**src/inc/uts_pkg.sv**
```systemverilog
// Purpose: Shared constants and types for the under-temperature fault responder.
// Assumes: A byte-wide command port fed by the device's PMBus command layer.
// Notes:   Command codes, field positions and reset values live here only.
package uts_pkg;

  // ----------------------------------------------------------------------
  // Command codes
  // ----------------------------------------------------------------------
  localparam logic [7:0] CODE_UT_RESP    = 8'h54;
  localparam logic [7:0] CODE_DELAY_UNIT = 8'hD2;
  localparam logic [7:0] CODE_STATUS     = 8'h7D;
  localparam logic [7:0] CODE_CLEAR_ALL  = 8'h03;

  // ----------------------------------------------------------------------
  // Field layout and reset values
  // ----------------------------------------------------------------------
  localparam int         RESP_HI       = 7;
  localparam int         RESP_LO       = 6;
  localparam int         RETRY_HI      = 5;
  localparam int         RETRY_LO      = 3;
  localparam int         DELAY_HI      = 2;
  localparam int         DELAY_LO      = 0;
  localparam int         STAT_UT_BIT   = 4;
  localparam logic [7:0] CFG_RST       = 8'h80;
  localparam logic [7:0] UNIT_RST      = 8'h00;
  localparam logic [7:0] BYTE_ZERO     = 8'h00;
  localparam logic [2:0] RETRY_NONE    = 3'h0;
  localparam logic [2:0] RETRY_FOREVER = 3'h7;

  // ----------------------------------------------------------------------
  // Timing: one base tick of the delay unit register
  // ----------------------------------------------------------------------
  localparam int CLK_PERIOD_NS = 10;
  localparam int UNIT_BASE_NS  = 1000;
  localparam int UNIT_BASE_CYC = UNIT_BASE_NS / CLK_PERIOD_NS;

  // ----------------------------------------------------------------------
  // Types
  // ----------------------------------------------------------------------
  typedef enum logic [1:0] {
    RESP_IGNORE  = 2'h0,
    RESP_DELAY   = 2'h1,
    RESP_DISABLE = 2'h2,
    RESP_LATCH   = 2'h3
  } uts_resp_e;

  // Gray codes along run, delay, wait, attempt, then latched off.
  typedef enum logic [2:0] {
    ST_RUN     = 3'h0,
    ST_DELAY   = 3'h1,
    ST_WAIT    = 3'h3,
    ST_ATTEMPT = 3'h2,
    ST_LATCHED = 3'h6
  } uts_state_e;

  typedef struct packed {
    logic       valid;
    logic       write;
    logic [7:0] code;
    logic [7:0] data;
  } uts_cmd_s;

  // Delay field decode: two to the power of the code, 1 up to 128 units.
  function automatic logic [15:0] units_of(input logic [2:0] code);
    units_of = 16'h0001 << code;
  endfunction

endpackage

```
**src/verilog/uts_responder.sv**
```systemverilog
// Purpose: Under-temperature fault response sequencer with its command registers.
// Assumes: Fault level comes from a comparator; on/off requests are synchronous.
// Notes:   A restart attempt enables the output and checks the fault one cycle later.
`timescale 1ns/10ps
module uts_responder
#(
  parameter int UNIT_BASE_CYC = uts_pkg::UNIT_BASE_CYC
)
(
  input  wire logic             i_clk,
  input  wire logic             i_rst_n,
  input  wire uts_pkg::uts_cmd_s i_cmd,
  input  wire logic             i_ut_fault,
  input  wire logic             i_ctrl_on,
  input  wire logic             i_op_on,
  output logic [7:0]            o_rdata,
  output logic                  o_rvalid,
  output logic                  o_nack,
  output logic                  o_output_en,
  output logic                  o_fault_flag
);
  import uts_pkg::*;

  logic       rst_n;
  logic [7:0] cfg_q;
  logic [7:0] unit_q;
  logic       flag_q;
  logic       cmd_on;
  logic       cmd_on_q;
  logic       off_on;
  logic       wr;
  logic       rd;
  logic       clr_all;
  logic       clr_bit;
  logic       clr_evt;
  logic       known;
  logic [2:0] tries_q;
  logic       t_start;
  logic       t_done;
  logic       fail;
  logic       give_up;
  uts_resp_e  resp;
  logic [2:0] retry;
  logic [2:0] dcode;
  uts_state_e state_q;
  uts_state_e state_d;

  // ----------------------------------------------------------------------
  // Reset release and delay timer
  // ----------------------------------------------------------------------
  uts_rst_sync u_rst
  (
    .i_clk   (i_clk),
    .i_rst_n (i_rst_n),
    .o_rst_n (rst_n)
  );

  uts_delay_timer #(.BASE_CYC(UNIT_BASE_CYC)) u_timer
  (
    .i_clk   (i_clk),
    .i_rst_n (rst_n),
    .i_start (t_start),
    .i_code  (dcode),
    .i_unit  (unit_q),
    .o_done  (t_done)
  );

  // ----------------------------------------------------------------------
  // Command decode
  // ----------------------------------------------------------------------
  // Field views of the configuration byte and the clearing events.
  assign resp    = uts_resp_e'(cfg_q[RESP_HI:RESP_LO]);
  assign retry   = cfg_q[RETRY_HI:RETRY_LO];
  assign dcode   = cfg_q[DELAY_HI:DELAY_LO];
  assign wr      = i_cmd.valid & i_cmd.write;
  assign rd      = i_cmd.valid & ~i_cmd.write;
  assign clr_all = wr & (i_cmd.code == CODE_CLEAR_ALL);
  assign clr_bit = wr & (i_cmd.code == CODE_STATUS) & i_cmd.data[STAT_UT_BIT];
  assign cmd_on  = i_ctrl_on & i_op_on;
  assign off_on  = cmd_on & ~cmd_on_q;
  assign clr_evt = clr_all | clr_bit | off_on;
  assign known   = (i_cmd.code == CODE_UT_RESP) | (i_cmd.code == CODE_DELAY_UNIT)
                 | (i_cmd.code == CODE_STATUS) | (i_cmd.code == CODE_CLEAR_ALL);

  // Configuration byte; byte writes at the response code.
  always_ff @(posedge i_clk or negedge rst_n)
  begin
    if (!rst_n)
      cfg_q <= CFG_RST;
    else if (wr && i_cmd.code == CODE_UT_RESP)
      cfg_q <= i_cmd.data;
  end

  // Delay unit length register.
  always_ff @(posedge i_clk or negedge rst_n)
  begin
    if (!rst_n)
      unit_q <= UNIT_RST;
    else if (wr && i_cmd.code == CODE_DELAY_UNIT)
      unit_q <= i_cmd.data;
  end

  // Read answers one cycle after the request; unknown codes are refused.
  always_ff @(posedge i_clk or negedge rst_n)
  begin
    if (!rst_n)
    begin
      o_rdata  <= BYTE_ZERO;
      o_rvalid <= 1'b0;
      o_nack   <= 1'b0;
    end
    else
    begin
      o_rvalid <= rd & known;
      o_nack   <= i_cmd.valid & ~known;
      if (rd)
      begin
        unique case (i_cmd.code)
          CODE_UT_RESP:    o_rdata <= cfg_q;
          CODE_DELAY_UNIT: o_rdata <= unit_q;
          CODE_STATUS:     o_rdata <= BYTE_ZERO | (8'(flag_q) << STAT_UT_BIT);
          default:         o_rdata <= BYTE_ZERO;
        endcase
      end
    end
  end

  // ----------------------------------------------------------------------
  // Sticky flag and on/off history
  // ----------------------------------------------------------------------
  // A fault in the clearing cycle wins, so no detection is lost.
  always_ff @(posedge i_clk or negedge rst_n)
  begin
    if (!rst_n)
      flag_q <= 1'b0;
    else if (i_ut_fault)
      flag_q <= 1'b1;
    else if (clr_evt)
      flag_q <= 1'b0;
  end

  // Previous on request, for spotting an off-then-on sequence.
  always_ff @(posedge i_clk or negedge rst_n)
  begin
    if (!rst_n)
      cmd_on_q <= 1'b0;
    else
      cmd_on_q <= cmd_on;
  end

  assign o_fault_flag = flag_q;

  // ----------------------------------------------------------------------
  // Response sequencer
  // ----------------------------------------------------------------------
  // A failed attempt gives up once the programmed count is spent.
  assign fail    = (state_q == ST_ATTEMPT) & i_ut_fault;
  assign give_up = (retry != RETRY_FOREVER) & ((tries_q + 3'h1) >= retry);

  always_comb
  begin
    state_d = state_q;
    t_start = 1'b0;
    if (!cmd_on || clr_evt)
    begin
      state_d = ST_RUN;
    end
    else
    begin
      unique case (state_q)
        ST_RUN:
        begin
          if (i_ut_fault)
          begin
            unique case (resp)
              RESP_IGNORE:  state_d = ST_RUN;
              RESP_DELAY:
              begin
                state_d = ST_DELAY;
                t_start = 1'b1;
              end
              RESP_DISABLE:
              begin
                state_d = (retry == RETRY_NONE) ? ST_LATCHED : ST_WAIT;
                t_start = 1'b1;
              end
              RESP_LATCH:   state_d = ST_LATCHED;
            endcase
          end
        end
        ST_DELAY:
        begin
          if (t_done && !i_ut_fault)
            state_d = ST_RUN;
          else if (t_done)
          begin
            state_d = (retry == RETRY_NONE) ? ST_LATCHED : ST_WAIT;
            t_start = 1'b1;
          end
        end
        ST_WAIT:
        begin
          if (t_done)
          begin
            state_d = ST_ATTEMPT;
            t_start = 1'b1;
          end
        end
        ST_ATTEMPT:
        begin
          if (!i_ut_fault)
            state_d = ST_RUN;
          else if (give_up)
            state_d = ST_LATCHED;
          else
            state_d = ST_WAIT;
        end
        ST_LATCHED: state_d = ST_LATCHED;
        default:    state_d = ST_LATCHED;
      endcase
    end
  end

  // State register.
  always_ff @(posedge i_clk or negedge rst_n)
  begin
    if (!rst_n)
      state_q <= ST_RUN;
    else
      state_q <= state_d;
  end

  // Failed attempts so far; the count is dropped whenever the loop ends.
  always_ff @(posedge i_clk or negedge rst_n)
  begin
    if (!rst_n)
      tries_q <= 3'h0;
    else if (state_d == ST_RUN || state_d == ST_LATCHED)
      tries_q <= 3'h0;
    else if (fail && retry != RETRY_FOREVER)
      tries_q <= tries_q + 3'h1;
  end

  // Output power is allowed only in the running states and when commanded on.
  always_ff @(posedge i_clk or negedge rst_n)
  begin
    if (!rst_n)
      o_output_en <= 1'b0;
    else
      o_output_en <= cmd_on & ((state_d == ST_RUN) | (state_d == ST_DELAY)
                     | (state_d == ST_ATTEMPT));
  end
endmodule

```
**src/verilog/uts_rst_sync.sv**
```systemverilog
// Purpose: Two-stage release synchroniser for the active-low reset.
// Assumes: Reset asserts asynchronously at any time.
// Notes:   Only the second stage leaves this module.
`timescale 1ns/10ps
module uts_rst_sync
(
  input  wire logic i_clk,
  input  wire logic i_rst_n,
  output logic      o_rst_n
);
  import uts_pkg::*;

  logic meta_q;
  logic sync_q;

  // Assertion is immediate; release waits two edges to avoid metastability.
  always_ff @(posedge i_clk or negedge i_rst_n)
  begin
    if (!i_rst_n)
    begin
      meta_q <= 1'b0;
      sync_q <= 1'b0;
    end
    else
    begin
      meta_q <= 1'b1;
      sync_q <= meta_q;
    end
  end

  assign o_rst_n = sync_q;

endmodule

```
**src/verilog/uts_delay_timer.sv**
```systemverilog
// Purpose: Counts a delay of 2^code units, each unit (unit_reg + 1) base ticks.
// Assumes: A start pulse reloads the timer even while it is running.
// Notes:   o_done is a one-cycle pulse after the full delay has elapsed.
`timescale 1ns/10ps
module uts_delay_timer
#(
  parameter int BASE_CYC = uts_pkg::UNIT_BASE_CYC
)
(
  input  wire logic       i_clk,
  input  wire logic       i_rst_n,
  input  wire logic       i_start,
  input  wire logic [2:0] i_code,
  input  wire logic [7:0] i_unit,
  output logic            o_done
);
  import uts_pkg::*;

  localparam logic [15:0] BASE_LAST = 16'(BASE_CYC - 1);

  logic [15:0] units_q;
  logic [15:0] base_q;
  logic        busy_q;
  logic [15:0] total;

  // Total delay in ticks; the largest value, 128 * 256, fits in 16 bits.
  assign total = units_of(i_code) * (16'(i_unit) + 16'h0001);

  // ----------------------------------------------------------------------
  // Tick and unit counters
  // ----------------------------------------------------------------------
  always_ff @(posedge i_clk or negedge i_rst_n)
  begin
    if (!i_rst_n)
    begin
      units_q <= 16'h0000;
      base_q  <= 16'h0000;
      busy_q  <= 1'b0;
      o_done  <= 1'b0;
    end
    else
    begin
      o_done <= 1'b0;
      if (i_start)
      begin
        units_q <= total;
        base_q  <= BASE_LAST;
        busy_q  <= 1'b1;
      end
      else if (busy_q)
      begin
        if (base_q == 16'h0000)
        begin
          base_q <= BASE_LAST;
          if (units_q == 16'h0001)
          begin
            busy_q <= 1'b0;
            o_done <= 1'b1;
          end
          else
          begin
            units_q <= units_q - 16'h0001;
          end
        end
        else
        begin
          base_q <= base_q - 16'h0001;
        end
      end
    end
  end

endmodule

```
**config.mk**
```make
export PLATFORM = sky130hd
export DESIGN_NAME = uts_responder
export DESIGN_NICKNAME = d
export VERILOG_FILES = /design/src/inc/uts_pkg.sv /design/src/verilog/uts_responder.sv /design/src/verilog/uts_rst_sync.sv /design/src/verilog/uts_delay_timer.sv
export SDC_FILE = /design/constraint.sdc
export NUM_CORES = 1
export LEC_CHECK = 0
export BUFFER_PORTS_ARGS = -buffer_cell sky130_fd_sc_hd__buf_2
export CORE_MARGIN = 8
export CORE_UTILIZATION = 50
export CTS_CLUSTER_SIZE = 14
export DETAILED_ROUTE_END_ITERATION = 8
export PLACE_DENSITY = 0.67
export REMOVE_ABC_BUFFERS = 1
export SLEW_MARGIN = 0
export SYNTH_ARGS = -nofsm -noshare
export SYNTH_HDL_FRONTEND = slang
export SYNTH_SLANG_ARGS = --single-unit
```
**constraint.sdc**
```tcl
create_clock -name i_clk -period 2.4 [get_ports i_clk]
set_input_delay 0.36 -clock i_clk [delete_from_list [all_inputs] [get_ports i_clk]]
set_output_delay 0.36 -clock i_clk [all_outputs]
set_load 0.005 [all_outputs]
```
# After elaboration in Yosys (flattened, before gate mapping)
# Cells that the tools add are included.
classes:
  bitwise_logic: 22
  eq_ne: 16
  mul: 1
  shift: 1
  muxes: 36
  div_mod_pow: 0
  add_sub_neg: 4
  reduce_logical: 19
  n_lt_le_gt_ge: 1
ops:
  columns: ["cell", "count"]
  rows:
  - ["16-bit two-way mux", 7]
  - ["16-bit by 1-bit subtractor with 16-bit output, second input constant", 2]
  - ["3-bit two-way mux", 10]
  - ["3-bit case mux with 4 select lines", 2]
  - ["8-bit case mux with 3 select lines", 1]
  - ["16-bit by 1-bit equality test with 1-bit output, second input constant", 1]
  - ["8-bit by 7-bit equality test with 1-bit output, second input constant", 2]
  - ["16-bit zero test", 1]
  - ["16-bit by 16-bit multiplier with 16-bit output", 1]
  - ["1-bit by 3-bit left shift with 16-bit output, first input constant", 1]
  - ["1-bit two-way mux", 15]
  - ["1-bit AND", 12]
  - ["8-bit by 1-bit adder with 9-bit output, second input constant", 1]
  - ["3-bit by 2-bit equality test with 1-bit output, second input constant", 3]
  - ["3-bit zero test", 3]
  - ["8-bit by 2-bit equality test with 1-bit output, second input constant", 1]
  - ["8-bit equality test, second input constant", 1]
  - ["2-bit nonzero test", 4]
  - ["1-bit bitwise OR", 7]
  - ["3-bit by 1-bit equality test with 1-bit output, second input constant", 2]
  - ["2-bit equality test, second input constant", 2]
  - ["1-bit logical AND", 4]
  - ["3-bit by 1-bit adder with 3-bit output, second input constant", 1]
  - ["3-bit equality test, second input constant", 1]
  - ["other kinds (11)", 15]
word_totals:
  mem_bits_ro: 0
  in_bits: 23
  memories: 0
  latchBits: 0
  ff_bits: 71
  mem_bits_rw: 0

# Depth between registers and ports, before layout
logic_depth:
  depth_word: 11
  mapped_depth: 19
  mapped_depth_nobuf: 19

# Hierarchy
# Synthesis repeated with hierarchy kept, for this count alone.
unflattened:
  cells_unflattened: 687
  area_unflattened_um2: 6271.0
by_module_without_submodules:
  columns: ["module", "n_inst", "area_each_um2", "cells_per_inst"]
  rows:
  - ["uts_delay_timer", 1, 4411.7, 513]
  - ["uts_responder", 1, 1805.5, 171]
  - ["uts_rst_sync", 1, 53.8, 3]

# Least setup slack after synthesis
# Ideal clock, no wire load.
synth_path:
  path_type: "reg2reg"
  start: "register unit_q[2]"
  end: "register u_timer.units_q[14]"
  setup_time_ps: 127
  n_path_buf: 0
  arrival_time_ps: 4635
  slack_ps: -2362
  period_less_slack_ps: 4762
  stages_incl_launch_ff: 17
  path_cell_list: "dfrtp_1 and4_1 nand4_1 or2_2 fa_1 fa_1 inv_1 fa_1 inv_1 fa_1 inv_1 ha_1 or4_1 o22ai_1 o21ai_0 xnor2_1 mux2i_1"
synth_via:
  elab_chain_len: 3
synth_rtl:
  columns: ["item", "line", "rtl"]
  rows:
  - ["from (decl)", "uts_responder.sv:26", "logic [7:0] unit_q;"]
  - ["from (signal assigned)", "uts_responder.sv:100", "unit_q <= i_cmd.data;"]
  - ["8-bit by 1-bit adder with 9-bit output", "uts_delay_timer.sv:27", "assign total = units_of(i_code) * (16'(i_unit) + 16'h0001);"]
  - ["16-bit by 16-bit multiplier with 16-bit output", "uts_delay_timer.sv:27", null]
  - ["16-bit two-way mux", "uts_delay_timer.sv:44", "if (i_start)"]
  - ["to (signal assigned)", "uts_delay_timer.sv:46", "units_q <= total;"]
  - ["to (signal assigned)", "uts_delay_timer.sv:62", "units_q <= units_q - 16'h0001;"]
  - ["to (decl)", "uts_delay_timer.sv:21", "logic [15:0] units_q;"]
# Every way passes these cells.
# A chain may end at the register's enable or synchronous reset.

# Worst setup path after layout
# Ends and elaborated chain as after synthesis.

==> out/qor.csv <==
stage;metric;value;unit
clock_tree;root_buffer;clkbuf_16;
pwr;power.density;390;mW/mm²
clock_tree;insertion_delay;0.34;ns
sta;skew;0.00690;ns
worst_setup_path;crit_arrival;4.77;ns
floorplan;start_util;51.3;%
global_routing;grt_start_max_net_pins;36;
sta;max_freq;0.219;GHz
worst_setup_path;cp-end-kind;flop;
clock_tree;cts_tree;built;
drt;drt_iter0_drc;347;
hold_path;hold_end;cfg_q[5]$_DFFE_PN0P_;
synthesis;synth_edf_count;0;
drt;via_per_inst;5.60;
placed_design;gp_congestion;0.869;
synthesis;synth_seq_area_share;28.8;%
synthesis;synthFlopType;dfrtp_1;
floorplan;rows;40;
sta;tns;-22.74;ns
hold_path;min_from;i_cmd[5];
global_routing;grt_pass1_wl;26800;µm
worst_setup_path;r2r-end;u_timer.units_q[14]$_DFFE_PN0P_;
hold_path;worstHoldPathType;in2reg;
hold_path;holdPathStages;3;
sta;slew-limit-headroom;29.1;%
cells_and_area;drive_above_1_share;34.5;%
global_routing;grt_pass1_vias;5730;
synthesis;synth_area_per_cell;9.12;µm²
flow_run;max-cap-violations;0;
synthesis;yosys_register_bits;71;
synthesis;ys_types;61;
worst_setup_path;required;2.62;ns
drt;wl;16000;µm
floorplan;die_y;127;µm
sta;final.min_clock_period;4.56;ns
global_routing;overflow;0;
outcome;status;finished, violations left;
cells_and_area;antenna_cells;0;
cells_and_area;instances_no_fill;971;
drt;drc;0;
pwr;power_leakage;3.66;nW
worst_setup_path;crit_type;reg2reg;
cells_and_area;final_common_cell;buf_4;
placed_design;dp_hpwl;11400;µm
synthesis;async_flop_share;100;%
floorplan;dieWidth;127;µm
sta;rsz0062_at_grt;true;
cells_and_area;finish.utilization;68.1;%
drt;vias;5440;
drt;dr.pass1.iters;5;
synthesis;syn_inst;676;
worst_setup_path;reg2reg_slack;-2.16;ns
sta;worst_slack;-2.16;ns
outcome;violations;negative setup slack;
worst_setup_path;start_kind;flop;
drt;antenna_left;0;
cells_and_area;synthToLayoutAreaGrowth;32.7;%
drt;wl_per_cell;16.5;µm
pwr;ir_drop;339;µV
sta;worstMarginPinSlew;1.05;ns
worst_setup_path;reg2reg_from;unit_q[2]$_DFFE_PN0P_;
floorplan;core;0.0120;mm²
clock_tree;cts_buffer_depth;2;
global_routing;antenna_found_initial;0;
worst_setup_path;path_max_fanout;6;
floorplan;io-pin-count;35;
floorplan;dieArea;0.0161;mm²
sta;setup_violations;13;
global_routing;use_met3;3.74;%
cells_and_area;nets;931;
cells_and_area;fill_cells;880;
global_routing;grt_usage;20.0;%
synthesis;yosysWarnings;0;
placed_design;place_inst;932;
cells_and_area;final_cell_mix;buf_4, nor2_1, dfrtp_1;
clock_tree;htree_levels;3;
sta;final_max_slew_viol_count;0;
synthesis;syn-cell-area;0.00616;mm²
clock_tree;cts_sinks;71;
global_routing;met1_usage;24.1;%
global_routing;gr-usage-met2;35.5;%
sta;period_share;190;%
global_routing;top_usage_layer;met2;
placed_design;port_buffers;34;
clock_tree;path_clk_slew;0.06;ns
worst_setup_path;ff2ff_path_depth;18;
sta;hold_viol;0;
clock_tree;cts_buffers;9;
## cell type report
class                           count  area [µm²]  area share, %
Multi-Input combinational cell    510        4520           55.2
Inverter                           77         289           3.53
Sequential cell                    71        1780           21.7
Tap cell                          147         184           2.25
Clock buffer                       10         239           2.92
Timing Repair Buffer              150        1120           13.7
Clock inverter                      6        47.5          0.581
## through the flow
step                      power (mW)  cell area [µm²]  setup slack [ns]  hold slack [ns]
after global placement          1.83             7160             -2.42            0.146
after CTS                       3.18             7980             -2.16            0.259
final                           3.19             8180             -2.16            0.264
after floorplan                 1.69             6080             -2.52           0.0644
after global routing            3.34             8180             -2.38            0.257
after detailed placement        1.85             7160             -2.49            0.155
## registers in the layout, summed over array words and instances, names as in the netlist, 3 cells and up
register and count:
unit_q 8, o_rdata 8, u_timer.base_q 16, u_timer.units_q 16, cfg_q 8, tries_q 3, state_q 3
## worst max-delay path by stage
stage,startpoint,to
final,unit_q[2]$_DFFE_PN0P_,u_timer.units_q[14]$_DFFE_PN0P_
after detailed placement,unit_q[4]$_DFFE_PN0P_,u_timer.units_q[14]$_DFFE_PN0P_
after CTS,unit_q[4]$_DFFE_PN0P_,u_timer.units_q[14]$_DFFE_PN0P_
after global routing,unit_q[4]$_DFFE_PN0P_,u_timer.units_q[14]$_DFFE_PN0P_
after floorplan,unit_q[0]$_DFFE_PN0P_,u_timer.units_q[14]$_DFFE_PN0P_
after global placement,cfg_q[2]$_DFFE_PN0P_,u_timer.units_q[15]$_DFFE_PN0P_
## layer usage
layer  routed length (µm)  vias up  part of all wire, %
met5                    0        -                    0
met4                  394        0                  2.5
met3                  794       37                  5.0
met2                 8060      171                   50
met1                 6790     2651                   42
li1                     -     2581                    -
## power breakdown
part | switching, mW | internal [mW] | total [mW] | leakage, nW
sequential | 0.146 | 1.31 | 1.46 | 0.828
clock | 0.566 | 0.741 | 1.31 | 0.140
combinational | 0.221 | 0.208 | 0.429 | 2.69
total | 0.933 | 2.26 | 3.19 | 3.66
## critical path, stage by stage (launching register included)
cell and delay (ns):
dfrtp_1 0.39, buf_4 0.15, and3_4 0.16, nand3_2 0.06
xor2_1 0.13, buf_4 0.19, nor2_4 0.04, fa_1 0.52
fa_1 0.52, fa_1 0.50, inv_1 0.05, fa_1 0.49
inv_2 0.05, ha_4 0.15, or4_4 0.53, o22ai_4 0.18
o21ai_2 0.07, xnor2_1 0.17, mux2i_1 0.09
## synth_stat cells (all sizes together), types with 5 or more instances
master	instances	area, µm²
and3	8	50.1
fa	42	841
nand3	13	65.1
buf	7	35.0
or3	5	36.3
clkbuf	12	45.0
mux2	14	158
nand2	49	184
a21oi	19	95.1
nor2	79	297
mux2i	6	60.1
o21a	5	37.5
dfrtp	70	1750
nor2b	7	43.8
xor2	12	105
nand3b	5	37.5
nand2b	18	113
nor4	9	75.1
a22oi	10	75.1
or2	6	37.5
o22ai	5	31.3
ha	47	588
nor3	21	133
o21ai	41	205
inv	77	289
xnor2	23	201
nand4	11	105
## cells by family (layout without fill, tap and decap cells)
| kind of cell | count (synthesis) | count (layout) | synth area share (%) |
|---|---|---|---|
| and+or+nand+nor | 257 | 257 | 22.7 |
| AOI/OAI and AO/OA | 107 | 108 | 10.8 |
| buffers and inverters | 96 | 243 | 5.99 |
| adders and majority gates | 89 | 89 | 23.2 |
| DFF | 71 | 71 | 28.8 |
| xor gates and xnor gates | 35 | 35 | 4.97 |
| muxes | 20 | 20 | 3.53 |
| other | 1 | 1 | 0.0608 |
## what timing repair did
action / 4_1_cts / 5_1_grt
pin swaps: 75 / 29
hold buffers: 1 / 0
endpoints found under the setup margin: 14 / 33
cloned: 0 / 1
gates resized for setup: 95 / 33
hold endpoints to repair: 2 / 0
buffers inserted: 18 / 4
Power figures use the tool's default switching activity.
